==> src/include/irf_regs.vh <==
// status flag positions, reset values and the repeat mode encoding for the ready-flag block
`ifndef IRF_REGS_VH
`define IRF_REGS_VH

// status bit positions
`define IRF_BIT_ACCESS_RDY 2
`define IRF_BIT_RX_RDY 3
`define IRF_BIT_TX_RDY 4
`define IRF_STATUS_WIDTH 5

// reset values of the flags while the controller is held in reset
`define IRF_RST_TX_RDY 1'b1
`define IRF_RST_RX_RDY 1'b0
`define IRF_RST_ACCESS_RDY 1'b0

// repeat_select encoding
`define IRF_MODE_NONREPEAT 1'b0
`define IRF_MODE_REPEAT 1'b1

`endif

==> src/logic/irf_ready_flags.v <==
// ready-flag status logic for a two-wire serial bus controller
// Summary of operation
// - shift copy from holding sets transmit ready
// - holding register write clears transmit ready
// - writing one clears transmit ready
// - transmit ready forced high during reset
// - receive copy into holding sets receive ready
// - reading receive holding clears receive ready
// - writing one clears receive ready
// - any controller reset clears receive ready
// - access ready set only in master operation
// - settings consumed clears access ready
// - starting on settings clears access ready
// - writing one clears access ready
// - three interrupt requests follow their flags
// - count zero sets access in non-repeat mode unless stop requested
// - repeat mode sets access per word
`timescale 1ns/1ps
`default_nettype none
`include "irf_regs.vh"

module irf_ready_flags (
  // clock and processor reset
  input wire clk,
  input wire reset_n,
  // mode control
  input wire moduleRunBit,
  input wire masterMode,
  input wire repeatSelect,
  input wire stopRequest,
  // controller events, one-cycle pulses
  input wire txCopyToShift,
  input wire rxCopyToHolding,
  input wire txWordSent,
  input wire countReachedZero,
  input wire settingsTaken,
  // software accesses
  input wire txHoldingWrite,
  input wire rxHoldingRead,
  input wire statusWrite,
  input wire [`IRF_STATUS_WIDTH-1:0] statusWriteData,
  // status and interrupt requests
  output wire [`IRF_STATUS_WIDTH-1:0] statusFlags,
  output wire txReadyIrq,
  output wire rxReadyIrq,
  output wire accessReadyIrq,
  output reg stopGenerate
);

  reg txReadyFlag_q;
  reg txReadyFlag_d;
  reg rxReadyFlag_q;
  reg rxReadyFlag_d;
  reg accessReadyFlag_q;
  reg accessReadyFlag_d;

  wire ctrlInReset;
  wire w1cTx;
  wire w1cRx;
  wire w1cAccess;
  wire accessSet;
  wire countSet;
  wire repeatSet;

  // processor reset and run bit low both count as controller reset
  assign ctrlInReset = ~reset_n | ~moduleRunBit;

  assign w1cTx = statusWrite & statusWriteData[`IRF_BIT_TX_RDY];
  assign w1cRx = statusWrite & statusWriteData[`IRF_BIT_RX_RDY];
  assign w1cAccess = statusWrite & statusWriteData[`IRF_BIT_ACCESS_RDY];

  assign countSet = (repeatSelect == `IRF_MODE_NONREPEAT) & countReachedZero & ~stopRequest;
  assign repeatSet = (repeatSelect == `IRF_MODE_REPEAT) & txWordSent;
  assign accessSet = masterMode & (countSet | repeatSet);

  always @*
  begin
    txReadyFlag_d = txReadyFlag_q;
    if (txHoldingWrite)
    begin
      txReadyFlag_d = 1'b0;
    end
    if (w1cTx)
    begin
      txReadyFlag_d = 1'b0;
    end
    if (txCopyToShift)
    begin
      txReadyFlag_d = 1'b1;
    end
    if (ctrlInReset)
    begin
      txReadyFlag_d = `IRF_RST_TX_RDY;
    end
  end

  always @*
  begin
    rxReadyFlag_d = rxReadyFlag_q;
    if (rxHoldingRead)
    begin
      rxReadyFlag_d = 1'b0;
    end
    if (w1cRx)
    begin
      rxReadyFlag_d = 1'b0;
    end
    if (rxCopyToHolding)
    begin
      rxReadyFlag_d = 1'b1;
    end
    if (ctrlInReset)
    begin
      rxReadyFlag_d = `IRF_RST_RX_RDY;
    end
  end

  always @*
  begin
    accessReadyFlag_d = accessReadyFlag_q;
    if (settingsTaken)
    begin
      accessReadyFlag_d = 1'b0;
    end
    if (w1cAccess)
    begin
      accessReadyFlag_d = 1'b0;
    end
    if (accessSet)
    begin
      accessReadyFlag_d = 1'b1;
    end
    if (ctrlInReset)
    begin
      accessReadyFlag_d = `IRF_RST_ACCESS_RDY;
    end
  end

  always @(posedge clk)
  begin
    txReadyFlag_q <= txReadyFlag_d;
    rxReadyFlag_q <= rxReadyFlag_d;
    accessReadyFlag_q <= accessReadyFlag_d;
    if (ctrlInReset)
    begin
      stopGenerate <= 1'b0;
    end
    else
    begin
      stopGenerate <= masterMode & (repeatSelect == `IRF_MODE_NONREPEAT)
        & countReachedZero & stopRequest;
    end
  end

  assign statusFlags = {txReadyFlag_q, rxReadyFlag_q, accessReadyFlag_q, 2'h0};

  assign txReadyIrq = txReadyFlag_q;
  assign rxReadyIrq = rxReadyFlag_q;
  assign accessReadyIrq = accessReadyFlag_q;

endmodule
`default_nettype wire

==> config.mk <==
export PLATFORM = sky130hd
export DESIGN_NAME = irf_ready_flags
export DESIGN_NICKNAME = d
export VERILOG_FILES = /design/src/logic/irf_ready_flags.v
export VERILOG_INCLUDE_DIRS = /design/src /design/src/include
export SDC_FILE = /design/constraint.sdc
export NUM_CORES = 1
export LEC_CHECK = 0
export BUFFER_PORTS_ARGS = -buffer_cell sky130_fd_sc_hd__buf_2
export CORE_AREA = 3 3 40 42
export DETAILED_ROUTE_END_ITERATION = 10
export DIE_AREA = 0 0 43 45
export GPL_TIMING_DRIVEN = 1
export HOLD_SLACK_MARGIN = 0.1
export PLACE_DENSITY = 0.49
export SYNTH_ARGS = -nofsm -noshare
export SYNTH_HDL_FRONTEND = slang
export SYNTH_SLANG_ARGS = --single-unit
==> constraint.sdc <==
create_clock -name clk -period 1.35 [get_ports clk]
set_input_delay 0.0675 -clock clk [delete_from_list [all_inputs] [get_ports clk]]
set_output_delay 0.0675 -clock clk [all_outputs]
set_load 0.02 [all_outputs]
==> flow_summary.json <==
{
  "status": "finished, final reports clean",
  "synth_seq_area_share_pct": 39.0,
  "setup_violations": 0,
  "synth_edf_count": 0,
  "r2r_setup_slack_ns": 0.67,
  "start_kind": "input port",
  "port_buffers": 23,
  "core_area_um2": 1280,
  "multiInputGateArea_um2": 83.8,
  "p_int_uw": 257,
  "synth_common_cells": "5 x buf_4, 4 x dfxtp_1, 4 x nand2_1",
  "synth_top_area_share_pct": 39.0,
  "initial_core_util_pct": 16.0,
  "final_antenna_net_count": 0,
  "power_density_nw_per_um2": 893,
  "max_stage_delay_ns": 0.55,
  "cp_common_cell": "dlygate4sd3_1",
  "finalHoldViolCount": 0,
  "yosysMostFrequentCell": "buf_4",
  "hold_class": "input port to flop",
  "max_freq_mhz": 811,
  "num_vias": 263,
  "seq_area_um2": 80.1,
  "clkTransAtPathRegs_ns": 0.04,
  "dp.cells": 60,
  "grt_pass1_wl_um": 1020,
  "clock-sinks": 4,
  "p_total_uw": 337,
  "power_frac_comb_pct": 19.8,
  "via_per_inst": 3.87,
  "final_cells": 68,
  "initialDrtViolationCount": 2,
  "drt-total-wl_um": 578,
  "critPathTopFamily": "buffers and inverters",
  "clock_skew_ns": 0,
  "irDropWorstVdd_mv": 0.356,
  "cp_max_fo": 2,
  "cp.arrival_ns": 1.36,
  "ctsLongestPathBuffers": 2,
  "period_share_pct": 91.3,
  "drv_slew": 0,
  "critPathRequiredTime_ns": 1.47,
  "grt_overflow_total": 0,
  "dieArea_um2": 1940,
  "cp_num_buf_inv": 3,
  "p_clk_share_pct": 43.3,
  "top_level_ports": 28,
  "slowest_stage": "dlygate4sd3_1",
  "synthCells": 26,
  "synth_largest_area_cell": "dfxtp_1",
  "ff2ff_path_depth": 1,
  "synthDistinctLibCells": 11,
  "clock_latency_ns": 0.23,
  "grt.total_usage_pct": 7.43,
  "gp_congestion": 0.578,
  "final.min_clock_period_ns": 1.23,
  "fill_cells": 142,
  "grt_pass1_vias": 275,
  "numCtsBuffers": 3,
  "end_kind": "flop",
  "area_growth_pct": 84.1,
  "grt_max_degree": 4,
  "fp.dieH_um": 45,
  "wire_per_inst_um": 8.50,
  "p_leak_nw": 0.197,
  "async_flop_share_pct": 0,
  "place_area_um2": 305,
  "antenna_cells": 0,
  "finalNetCount": 74,
  "ctsResizeCount": 0,
  "cap_violations": 0,
  "synth-warning-count": 0,
  "syn-cell-area_um2": 205,
  "grt_setup_unrepaired": "no",
  "drt-pass1-iter-count": 2,
  "criticalPathCategory": "input port to flop",
  "p_seq_share_pct": 36.9,
  "p_sw_uw": 80.0,
  "antenna_found_initial": 0,
  "cts_tree": "yes",
  "die_w_um": 43,
  "root_buffer": "clkbuf_4",
  "ys_ff_latch": 4,
  "worstPathCellList": "dlygate4sd3_1, buf_2, nand3_1, dlygate4sd3_1, nor2_1",
  "postLayoutCoreUtil_pct": 29.4,
  "p_sw_share_pct": 23.7,
  "htree_levels": 1,
  "fin_area_um2": 378,
  "synth_top_cells_by_area": "dfxtp_1 39%, buf_4 18%, nand2_1 7.3%",
  "synth.avg_cell_area_um2": 7.89,
  "drive_above_1_share_pct": 49.1,
  "cts_setup_buffers": 0,
  "finalSetupTns_ns": 0,
  "rows": 13,
  "worstHoldPathCells": 3,
  "worst-path-stages": 5,
  "drc_errors": 0,
  "ys.flop_type": "dfxtp_1"
}
area by class of cell:
| class | count | share of cell area [%] |
|---|---|---|
| tap | 15 | 4.97 |
| sequential | 4 | 21.2 |
| inverter | 2 | 1.99 |
| timing repair buffer | 28 | 43.7 |
| multi-input combinational | 16 | 22.2 |
| clock buffer | 3 | 5.96 |
timing repair:
item,in CTS,in global routing
setup endpoints to repair,0,0
hold buffers,5,0
endpoints found under the hold margin,3,0
tightest hold or removal path: stages:
cell      delay [ns]
buf_2           0.10
nand3b_1        0.08
nor2_1          0.04
metrics by stage:
step	worst slack [ns]	hold WS, ns
final	0.117	0.116
after global routing	0.102	0.119
after CTS	0.138	0.106
after floorplan	0.597	0.174
after global placement	0.623	0.264
after detailed placement	0.629	0.273
kinds of logic (layout without fill, tap and decap cells):
logic type	after synthesis	after routing	synth area share, %
compound gates	3	3	11.0
flops	4	4	39.0
other cells	1	2	1.83
buf+inv	7	33	22.0
simple gates	11	11	26.2
final timing paths:
check,from,endpoint
worst max-delay path,stopRequest,stopGenerate
worst min register to register,txReadyIrq,txReadyIrq
worst max register to register,txReadyIrq,txReadyIrq
worst min-delay path,masterMode,stopGenerate
cells in the final DEF, fill, tap and decap left out, drive strengths merged:
master	count
buf	23
dlygate4sd3	5
nand2	4
dfxtp	4
clkbuf	3
nand3b	2
nand3	2
nor2	2
inv	2
a31oi	2
conb	2
a311o	1
or2	1
power groups by stage:
stage | clock network, mW | registers [mW] | logic [mW]
global placement | 0 | 0.126 | 0.0563
detailed placement | 0 | 0.126 | 0.0568
floorplan | 0 | 0.131 | 0.0286
finish | 0.146 | 0.124 | 0.0668
global route | 0.168 | 0.125 | 0.0750
CTS | 0.157 | 0.124 | 0.0673
registers in the layout (all words and copies together) (netlist names):
signal          count
rxReadyIrq          1
txReadyIrq          1
stopGenerate        1
accessReadyIrq      1
per-layer routing:
layer  GRT usage, %  vias to the layer above  share of wire, %
li1               -                      135                 -
met1           6.55                      108                39
met2           13.2                       20                46
met3           5.98                        0                15
met4           1.81                        0                 0
met5              0                        -                 0
Note: power is estimated with default switching activity, not from simulation.
